--- src/hw/ipb_consts.svh ---
// Offsets, field positions, masks and reset values of the priority bank
`ifndef IPB_CONSTS_SVH
`define IPB_CONSTS_SVH

`define IPB_NREG 7
`define IPB_NSRC 16

`define IPB_OFS_CTRL3 8'h0c
`define IPB_OFS_CTRL4 8'h10
`define IPB_OFS_CTRL5 8'h14
`define IPB_OFS_CTRL7 8'h1c
`define IPB_OFS_CTRL15 8'h3c
`define IPB_OFS_CTRL16 8'h40
`define IPB_OFS_CTRL18 8'h48
`define IPB_OFS_STAT 8'h60

`define IPB_MASK_CTRL3 16'h7077
`define IPB_MASK_CTRL4 16'h7777
`define IPB_MASK_CTRL5 16'h0007
`define IPB_MASK_CTRL7 16'h7770
`define IPB_MASK_CTRL15 16'h0700
`define IPB_MASK_CTRL16 16'h7770
`define IPB_MASK_CTRL18 16'h0007

`define IPB_RST_CTRL3 16'h4044
`define IPB_RST_CTRL4 16'h4444
`define IPB_RST_CTRL5 16'h0004
`define IPB_RST_CTRL7 16'h4440
`define IPB_RST_CTRL15 16'h0400
`define IPB_RST_CTRL16 16'h4440
`define IPB_RST_CTRL18 16'h0004

`define IPB_POS_HI 4'hc
`define IPB_POS_MH 4'h8
`define IPB_POS_ML 4'h4
`define IPB_POS_LO 4'h0

`define IPB_STAT_REQ 15
`define IPB_STAT_LVL 8
`define IPB_STAT_SRC 0

`endif

--- src/hw/ipb_pkg.sv ---
// Types shared by the priority bank and its users
package ipb_pkg;

	typedef logic [2:0] ipb_level_t;

	typedef struct packed
	{
		logic req;
		ipb_level_t level;
		logic [3:0] source;
	} ipb_irq_t;

endpackage : ipb_pkg

--- src/hw/ipb_priority_bank.sv ---
// Interrupt priority register bank with highest-level arbitration
`timescale 1ns/100ps
`include "ipb_consts.svh"

// Notes on behaviour
// - Fields are three bits; 111 gives level 7, the highest.
// - Code 001 is level 1, the lowest; codes between map linearly.
// - Code 000 disables a source; it never requests.
// - Unimplemented bits read as zero.
// - Ctrl 3: memory 14-12, conversion 6-4, serial1 transmit 2-0.
// - Ctrl 4: pin change 14-12, comparator 10-8.
// - Ctrl 4: two-wire master 6-4, two-wire slave 2-0.
// - Ctrl 5: only external irq 1 at 2-0.
// - Ctrl 7: serial2 transmit 14-12, receive 10-8, external irq 2 6-4.
// - Ctrl 15: only calendar clock at 10-8.
// - Ctrl 16: checksum 14-12, serial2 error 10-8, serial1 error 6-4.
// - Ctrl 18: only voltage detect at 2-0.
// - After reset every source sits at level 4.
// - A request reaches the core only above the core's current level.
module ipb_priority_bank
	import ipb_pkg::*;
(
	// Clock and reset
	input wire logic sys_clk,
	input wire logic resetn,
	// Avalon-MM slave
	input wire logic [7:0] address,
	input wire logic read,
	input wire logic write,
	input wire logic [3:0] byteenable,
	input wire logic [31:0] writedata,
	output logic [31:0] readdata,
	output logic waitrequest,
	// Interrupt sources
	input wire logic [15:0] src_flag,
	input wire logic [15:0] src_enable,
	// Processor core
	input wire logic [3:0] cpu_level,
	output ipb_irq_t irq
);

	localparam logic [7:0] REG_OFS [`IPB_NREG] = '{`IPB_OFS_CTRL3, `IPB_OFS_CTRL4,
		`IPB_OFS_CTRL5, `IPB_OFS_CTRL7, `IPB_OFS_CTRL15, `IPB_OFS_CTRL16, `IPB_OFS_CTRL18};
	localparam logic [15:0] REG_MASK [`IPB_NREG] = '{`IPB_MASK_CTRL3, `IPB_MASK_CTRL4,
		`IPB_MASK_CTRL5, `IPB_MASK_CTRL7, `IPB_MASK_CTRL15, `IPB_MASK_CTRL16,
		`IPB_MASK_CTRL18};
	localparam logic [15:0] REG_RST [`IPB_NREG] = '{`IPB_RST_CTRL3, `IPB_RST_CTRL4,
		`IPB_RST_CTRL5, `IPB_RST_CTRL7, `IPB_RST_CTRL15, `IPB_RST_CTRL16,
		`IPB_RST_CTRL18};
	// Slot and field position of each source, in source index order
	localparam logic [2:0] SRC_SLOT [`IPB_NSRC] = '{3'h0, 3'h0, 3'h0, 3'h1, 3'h1,
		3'h1, 3'h1, 3'h2, 3'h3, 3'h3, 3'h3, 3'h4, 3'h5, 3'h5, 3'h5, 3'h6};
	localparam logic [3:0] SRC_POS [`IPB_NSRC] = '{`IPB_POS_HI, `IPB_POS_ML,
		`IPB_POS_LO, `IPB_POS_HI, `IPB_POS_MH, `IPB_POS_ML, `IPB_POS_LO, `IPB_POS_LO,
		`IPB_POS_HI, `IPB_POS_MH, `IPB_POS_ML, `IPB_POS_MH, `IPB_POS_HI, `IPB_POS_MH,
		`IPB_POS_ML, `IPB_POS_LO};

	logic [15:0] regs_q [`IPB_NREG];
	logic [15:0] regs_d [`IPB_NREG];
	logic wait_q;
	logic wait_d;
	logic [31:0] rdata_q;
	logic [31:0] rdata_d;
	ipb_irq_t irq_q;
	ipb_irq_t irq_d;
	logic hit;
	logic [2:0] slot;
	logic is_stat;
	logic [15:0] stat;
	logic [15:0] merged;
	ipb_level_t src_level [`IPB_NSRC];
	ipb_level_t live_level [`IPB_NSRC];
	ipb_level_t best_lvl;
	logic [3:0] best_src;

	assign readdata = rdata_q;
	assign waitrequest = wait_q;
	assign irq = irq_q;

	// Address decode
	always_comb
	begin
		hit = 1'b0;
		slot = 3'h0;
		for (int i = 0; i < `IPB_NREG; i++)
		begin
			if (address == REG_OFS[i])
			begin
				hit = 1'b1;
				slot = i[2:0];
			end
		end
		is_stat = (address == `IPB_OFS_STAT);
	end

	always_comb
	begin
		stat = 16'h0000;
		stat[`IPB_STAT_REQ] = irq_q.req;
		stat[`IPB_STAT_LVL +: 3] = irq_q.level;
		stat[`IPB_STAT_SRC +: 4] = irq_q.source;
	end

	// Bus handshake: one wait cycle, then the access completes
	always_comb
	begin
		wait_d = !((read | write) & wait_q);
		rdata_d = rdata_q;
		if (read & wait_q)
		begin
			if (hit)
				rdata_d = {16'h0000, regs_q[slot]};
			else if (is_stat)
				rdata_d = {16'h0000, stat};
			else
				rdata_d = 32'h0000_0000;
		end
	end

	// Priority register writes, byte lanes 0 and 1 only
	always_comb
	begin
		regs_d = regs_q;
		merged = regs_q[slot];
		if (byteenable[0])
			merged[7:0] = writedata[7:0];
		if (byteenable[1])
			merged[15:8] = writedata[15:8];
		if (write & !wait_q & hit)
			regs_d[slot] = merged & REG_MASK[slot];
	end

	always_ff @(posedge sys_clk)
	begin
		if (!resetn)
		begin
			wait_q <= 1'b1;
			rdata_q <= 32'h0000_0000;
			regs_q <= REG_RST;
		end
		else
		begin
			wait_q <= wait_d;
			rdata_q <= rdata_d;
			regs_q <= regs_d;
		end
	end

	// Per-source level extraction and gating
	generate
		for (genvar g = 0; g < `IPB_NSRC; g++)
		begin : g_src
			assign src_level[g] = regs_q[SRC_SLOT[g]][SRC_POS[g] +: 3];
			// A zero field leaves the source silent whatever its flag
			assign live_level[g] = (src_flag[g] & src_enable[g]) ? src_level[g] : 3'h0;
		end
	endgenerate

	// Highest level wins; on a tie the lower source index wins
	always_comb
	begin
		best_lvl = 3'h0;
		best_src = 4'h0;
		for (int i = 0; i < `IPB_NSRC; i++)
		begin
			if (live_level[i] > best_lvl)
			begin
				best_lvl = live_level[i];
				best_src = i[3:0];
			end
		end
		irq_d.level = best_lvl;
		irq_d.source = best_src;
		irq_d.req = (best_lvl != 3'h0) && ({1'b0, best_lvl} > cpu_level);
	end

	always_ff @(posedge sys_clk)
	begin
		if (!resetn)
			irq_q <= '0;
		else
			irq_q <= irq_d;
	end
endmodule : ipb_priority_bank

--- config.mk ---
export PLATFORM = sky130hd
export DESIGN_NAME = ipb_priority_bank
export DESIGN_NICKNAME = d
export VERILOG_FILES = /design/src/hw/ipb_pkg.sv /design/src/hw/ipb_priority_bank.sv
export VERILOG_INCLUDE_DIRS = /design/src /design/src/hw
export SDC_FILE = /design/constraint.sdc
export NUM_CORES = 1
export LEC_CHECK = 0
export BUFFER_PORTS_ARGS = -buffer_cell sky130_fd_sc_hd__buf_2
export CORE_MARGIN = 3
export CORE_UTILIZATION = 30
export DETAILED_ROUTE_END_ITERATION = 10
export REMOVE_ABC_BUFFERS = 1
export SYNTH_ARGS = -nofsm -noshare
export SYNTH_HDL_FRONTEND = slang
export SYNTH_SLANG_ARGS = --single-unit
--- constraint.sdc ---
create_clock -name sys_clk -period 18.6 [get_ports sys_clk]
set_input_delay 1.86 -clock sys_clk [delete_from_list [all_inputs] [get_ports sys_clk]]
set_output_delay 1.86 -clock sys_clk [all_outputs]
set_load 0.005 [all_outputs]
# Yosys cells after proc, flatten, opt, wreduce, memory -nomap -nowiden

Memory sizes are Yosys's and may differ from the RTL's.
Index checks and enable logic that the tools add are counted.

Bits in registers: 153
Input bits: 84
Word-level logic and storage cells: 140
Bits in read-only memories: 128
Memories kept: 1

Memory list:

| memory          | words | width | read ports | clocked after Yosys merged registers in | write ports | line                     | RTL |
|---|---|---|---|---|---|---|---|
| (no name shown) | 8     | 16    | 1          | 0                                       | 0           | ipb_priority_bank.sv:130 | `regs_d[slot] = merged & REG_MASK[slot];` |

Reduce and logical (&&, ||, !) cells: 5
Equality and inequality tests: 8
Mux-type cells: 72
$lt $le $gt $ge: 19
Bitwise gates (word level): 23

Operator list:

| kind                 | count |
|---|---|
| $bwmux W112          | 1 |
| $mux W16             | 7 |
| $mux W3              | 37 |
| $mux W4              | 14 |
| $bmux W16 S3         | 1 |
| $demux W16 S3        | 1 |
| $gt A3 B3 Y1         | 15 |
| $eq A8 B5 Y1 const B | 3 |
| $eq A8 B7 Y1 const B | 3 |
| $and A1 B1 Y1        | 20 |
| $and A16 B16 Y16     | 1 |
| $mux W8              | 2 |
| $mux W1              | 9 |
| $eq A8 B4 Y1 const B | 1 |
| $eq A8 B6 Y1 const B | 1 |
| $ge A4 B4 Y1 const B | 1 |
| $gt A3 B4 Y1         | 1 |
| $lt A4 B1 Y1 const B | 1 |
| $not A3 Y4           | 1 |
| $gt A3 B1 Y1 const B | 1 |
| $reduce_bool A3 Y1   | 1 |
| $logic_and A1 B1 Y1  | 2 |
| $logic_not A1 Y1     | 2 |
| $or A1 B1 Y1         | 1 |

# Longest topological paths before layout

Word-level depth: 36
Gate-level depth with buffers: 101

# Least setup slack after synthesis

No wires, ideal clock.

Kind: input-to-reg
Start: in src_flag[1]
End: reg irq_q, in the netlist irq[7]
Path buffers: 2
Setup slack: -0.173 ns
Stages: 95
Arrival time: 18.643 ns
Required time: 18.470 ns
Path through: and3_1 > ha_1 > and3_1 > a21oi_2 > mux2i_1 > inv_1 > ha_1 > nand3_1 > a21bo_1 > mux2i_1 > ha_1 > and3b_1 > o21a_1 > buf_2 > nor2_1 > a21oi_1 > ha_1 > and3b_1 > (+59 left out) > o21a_1 > o21ai_1 > nand2_1 > o21ai_1 > ha_1 > nor2b_1 > o21ai_0 > nand2b_1 > and2_1 > clkbuf_1 > nor2_1 > nand2_1 > o31ai_1 > ha_1 > nor2b_1 > o21a_1 > o21ai_0 > a21oi_1

Word-level cells in the longest chain between the ends: 34
Elaborated cells on any way between the ends: 35
Those cells by class: 16 x order compare; 16 x mux; 1 x bitwise; 2 x reduce/logical

RTL lines:

| what                                               | line                     | RTL |
|---|---|---|
| start: declaration                                 | ipb_priority_bank.sv:35  | `input wire logic [15:0] src_flag,` |
| $and A1 B1 Y1 *                                    | ipb_priority_bank.sv:155 | `assign live_level[g] = (src_flag[g] & src_enable[g]) ? src_level[g] : 3'h0;` |
| $mux W3 *                                          | ipb_priority_bank.sv:155 |  |
| $gt A3 B3 Y1                                       | ipb_priority_bank.sv:166 | `if (live_level[i] > best_lvl)` |
| $mux W3 *                                          | ipb_priority_bank.sv:166 |  |
| $gt A3 B3 Y1                                       | ipb_priority_bank.sv:166 |  |
| $mux W3 *                                          | ipb_priority_bank.sv:166 |  |
| $gt A3 B3 Y1                                       | ipb_priority_bank.sv:166 |  |
| $mux W3 *                                          | ipb_priority_bank.sv:166 |  |
| (+19 left out)                                     | --                       |  |
| $mux W3 *                                          | ipb_priority_bank.sv:166 |  |
| $gt A3 B3 Y1                                       | ipb_priority_bank.sv:166 |  |
| $mux W3 *                                          | ipb_priority_bank.sv:166 |  |
| $gt A3 B3 Y1                                       | ipb_priority_bank.sv:166 |  |
| $mux W3 *                                          | ipb_priority_bank.sv:166 |  |
| via best_lvl[1]                                    | ipb_priority_bank.sv:73  | `ipb_level_t best_lvl;` |
| $gt A3 B4 Y1 or $reduce_bool A3 Y1 (tied branches) | ipb_priority_bank.sv:174 | `irq_d.req = (best_lvl != 3'h0) && ({1'b0, best_lvl} > cpu_level);` |
| $logic_and A1 B1 Y1 *                              | ipb_priority_bank.sv:174 |  |
| end signal: assignment                             | ipb_priority_bank.sv:182 | `irq_q <= irq_d;` |
| end: declaration                                   | ipb_priority_bank.sv:64  | `ipb_irq_t irq_q;` |

The timed path passes the listed nets; every way through them passes the cells marked *.
A chain may end at the register's enable or synchronous reset.

# Final worst setup path

Start: in src_enable[1]
End: reg irq_q, in the netlist irq[7]

Word-level cells in the longest chain between the ends: 34
Elaborated cells on any way between the ends: 35
Those cells by class: 16 x order compare; 16 x mux; 1 x bitwise; 2 x reduce/logical

RTL lines:

| what                                               | line                     | RTL |
|---|---|---|
| start: declaration                                 | ipb_priority_bank.sv:36  | `input wire logic [15:0] src_enable,` |
| $and A1 B1 Y1 *                                    | ipb_priority_bank.sv:155 |  |
| $mux W3 *                                          | ipb_priority_bank.sv:155 |  |
| $gt A3 B3 Y1                                       | ipb_priority_bank.sv:166 |  |
| $mux W3 *                                          | ipb_priority_bank.sv:166 |  |
| $gt A3 B3 Y1                                       | ipb_priority_bank.sv:166 |  |
| $mux W3 *                                          | ipb_priority_bank.sv:166 |  |
| $gt A3 B3 Y1                                       | ipb_priority_bank.sv:166 |  |
| $mux W3 *                                          | ipb_priority_bank.sv:166 |  |
| (+19 left out)                                     | --                       |  |
| $mux W3 *                                          | ipb_priority_bank.sv:166 |  |
| $gt A3 B3 Y1                                       | ipb_priority_bank.sv:166 |  |
| $mux W3 *                                          | ipb_priority_bank.sv:166 |  |
| $gt A3 B3 Y1                                       | ipb_priority_bank.sv:166 |  |
| $mux W3 *                                          | ipb_priority_bank.sv:166 |  |
| via best_lvl[1]                                    | ipb_priority_bank.sv:73  |  |
| $gt A3 B4 Y1 or $reduce_bool A3 Y1 (tied branches) | ipb_priority_bank.sv:174 |  |
| $logic_and A1 B1 Y1 *                              | ipb_priority_bank.sv:174 |  |

Marks and branches as above.

==> results_dict.tcl <==
set metrics [dict create \
    outcome "finished, violations left" \
    violations "negative setup slack" \
    synth_common_cells "nand2_1, dfxtp_1, a21oi_1, nor2_1, and3_1" \
    drtIter0Drc 478 \
    grt_pass1_wl_um 37900 \
    wl_per_cell_um 17.2 \
    drc 0 \
    finalHoldViolations 0 \
    skew_ns 0.00534 \
    synth_compound_area_share_pct 24.7 \
    tritoncts "done" \
    die_y_um 160 \
    grt_use_total_pct 18.1 \
    synth_top_family_by_area "simple AND/OR/NAND/NOR gates" \
    cts-root-buf "clkbuf_16" \
    wirelength_um 25300 \
    layout_setup_ws_ns -0.00983 \
    worst_setup_path_start_kind "primary input" \
    grt_use_met2_pct 30.3 \
    layout.nets 1290 \
    endpoint_kind "flop" \
    dpl.hpwl_um 18300 \
    yosys.cell_count.top_type "nand2_1" \
    ys_seq_elements 107 \
    tightest_slew_ns 1.01 \
    antenna_found_initial 0 \
    cts.sinks 107 \
    viasPerCell 5.25 \
    overflow 0 \
    seq_area_frac_synth_pct 30.0 \
    clk_path_buf_depth 2 \
    fmax_mhz 53.7 \
    vias 7756 \
    drive_above_1_share_pct 36.5 \
    path_class "in -> reg" \
    yosys.area.top_type "dfxtp_1" \
    clk_pin_slew_ns 0.07 \
    synthAdderAreaFrac_pct 8.40 \
    use_met1_pct 24.8 \
    rsz0062_at_grt "yes" \
    grt_pass1_vias 7137 \
    ant_nets 0 \
    grt_max_degree 64 \
    synth_cell_types 75 \
    num_rows 55 \
    synth_area_leaders "dfxtp_1, ha_1, nand2_1" \
    fin_tns_setup_ns -0.00983 \
    synth_mux_area_share_pct 5.27 \
    path_max_fanout 5 \
    fp.dieW_um 160 \
    antenna_cells 0 \
    coreArea_um2 23100 \
    io_buffer_count 84 \
    top_usage_layer "met2" \
    clk_latency_ns 0.35 \
    htreeDepth 3 \
    place_congestion 0.889 \
    async_reset_ff_share_pct 0 \
    synth_enable_flop_cells 0 \
    cts_buffers 9 \
    synthToLayoutAreaGrowth_pct 42.4 \
    synth_top_area_share_pct 30.0 \
    crit_slowest_cell "ha_1" \
    report.final.slew_viol_count 0 \
    yosys.area_share.simple_pct 26.1 \
    hp-class "reg -> reg" \
    synthesis.area_um2 7150 \
    worst_slew_margin_rel_pct 32.7 \
    synth_xor_area_share_pct 0 \
    layout_min_cycle_time_ns 18.61 \
    avgSynthCellArea_um2 7.82 \
    cap_violations 0 \
    crit_required_ns 18.84 \
    ys.flop_type "dfxtp_1" \
    cp.arrival_ns 18.85 \
    synthCells 914 \
    yosys_warnings 0 \
    fin_crit_sh_pct 100 \
    max_stage_delay_ns 0.33 \
    drt_first_pass_iters 6 \
    io_pins 125 \
    setup_violations 1 \
    met3_usage_pct 2.04 \
    start_util_pct 31.0 \
    die_area_um2 25700 \
    crit_top_cell "ha_4" \
    hold_ws_ns 0.455 \
]
-- registers in the layout, summed over array words and instances (netlist names) --
| name | count |
|---|---|
| irq | 8 |
| readdata | 14 |
| regs_q | 84 |
| waitrequest | 1 |
-- logic make-up after synthesis --
group	after synthesis
AOI/OAI and AO/OA	267
DFF	107
adders and majority gates	48
and+or+nand+nor	378
other	1
muxes	36
buffers and inverters	77
-- metrics by stage --
| stage | area (µm²) | std cells | utilization, % | setup slack, ns |
|---|---|---|---|---|
| 4_1_cts | 9420 | 1445 | 40.9 | -0.0161 |
| 3_3_place_gp | 8650 | 1398 | 37.5 | -1.56 |
| 2_1_floorplan | 6910 | 877 | - | -0.0471 |
| 5_1_grt | 10200 | 1476 | 44.2 | -0.895 |
| 3_5_place_dp | 8650 | 1398 | 37.5 | -1.58 |
| 6_report | 10200 | 1476 | 44.2 | -0.00983 |
-- cell type report --
class,instances,area [µm²]
Clock buffer,12,246
Clock inverter,4,50.0
Fill cell,2253,12900
Inverter,23,86.3
Multi-Input combinational cell,747,5410
Sequential cell,107,2140
Tap cell,313,392
Timing Repair Buffer,270,1860
-- placed cells by master (no fill, tap or decap), types with 10 or more instances in the layout --
master    synthesis  final
nand2_1         119    108
dfxtp_1         107    107
o21a_1           16     15
buf_6             2     10
o21ai_1          35     34
nand2_2           1     12
o211ai_1         19     19
ha_1             48     27
o21ai_2           1     12
nand2b_1         10     10
mux2i_1          23     22
a21o_1           13     13
nand3b_1         10     10
inv_1            20     17
ha_4              0     17
and3_1           60     58
nand3_1          53     49
a21oi_2           2     11
o21ai_0          28     17
a22oi_1          15     12
nor2_1           67     62
buf_2             5     82
conb_1            1     18
buf_4            18    178
a21oi_1          73     60
-- repair_timing --
item,in CTS,in global routing
hold buffers,0,0
resized for setup,59,102
setup buffers,31,33
pin swaps,31,86
setup endpoints to repair,8,8
-- final timing paths --
| kind | startpoint | to | slack (ns) | cells after the start |
|---|---|---|---|---|
| hold / removal | readdata[15] | readdata[15] | 0.45 | 2 |
| hold reg to reg | readdata[15] | readdata[15] | 0.45 | 2 |
| setup / recovery | src_enable[1] | irq[7] | -0.01 | 99 |
| setup reg to reg | regs_q[110] | irq[7] | 1.25 | 98 |
-- per-layer routing --
layer | up-vias | part of all wire [%]
li1 | 3823 | -
met1 | 3677 | 45
met2 | 218 | 48
met3 | 38 | 4.7
met4 | 0 | 2.1
met5 | - | 0
-- worst max-delay path, delay by kind of cell --
family | cells | cell delay, ns
compound gates | 39 | 6.38
fa+ha+maj | 16 | 4.29
buf+inv | 11 | 1.31
mux | 2 | 0.46
simple gates | 31 | 4.50
Power is not shown: default switching activity piles up to over one toggle a cycle in this logic, so the estimate is an artifact.
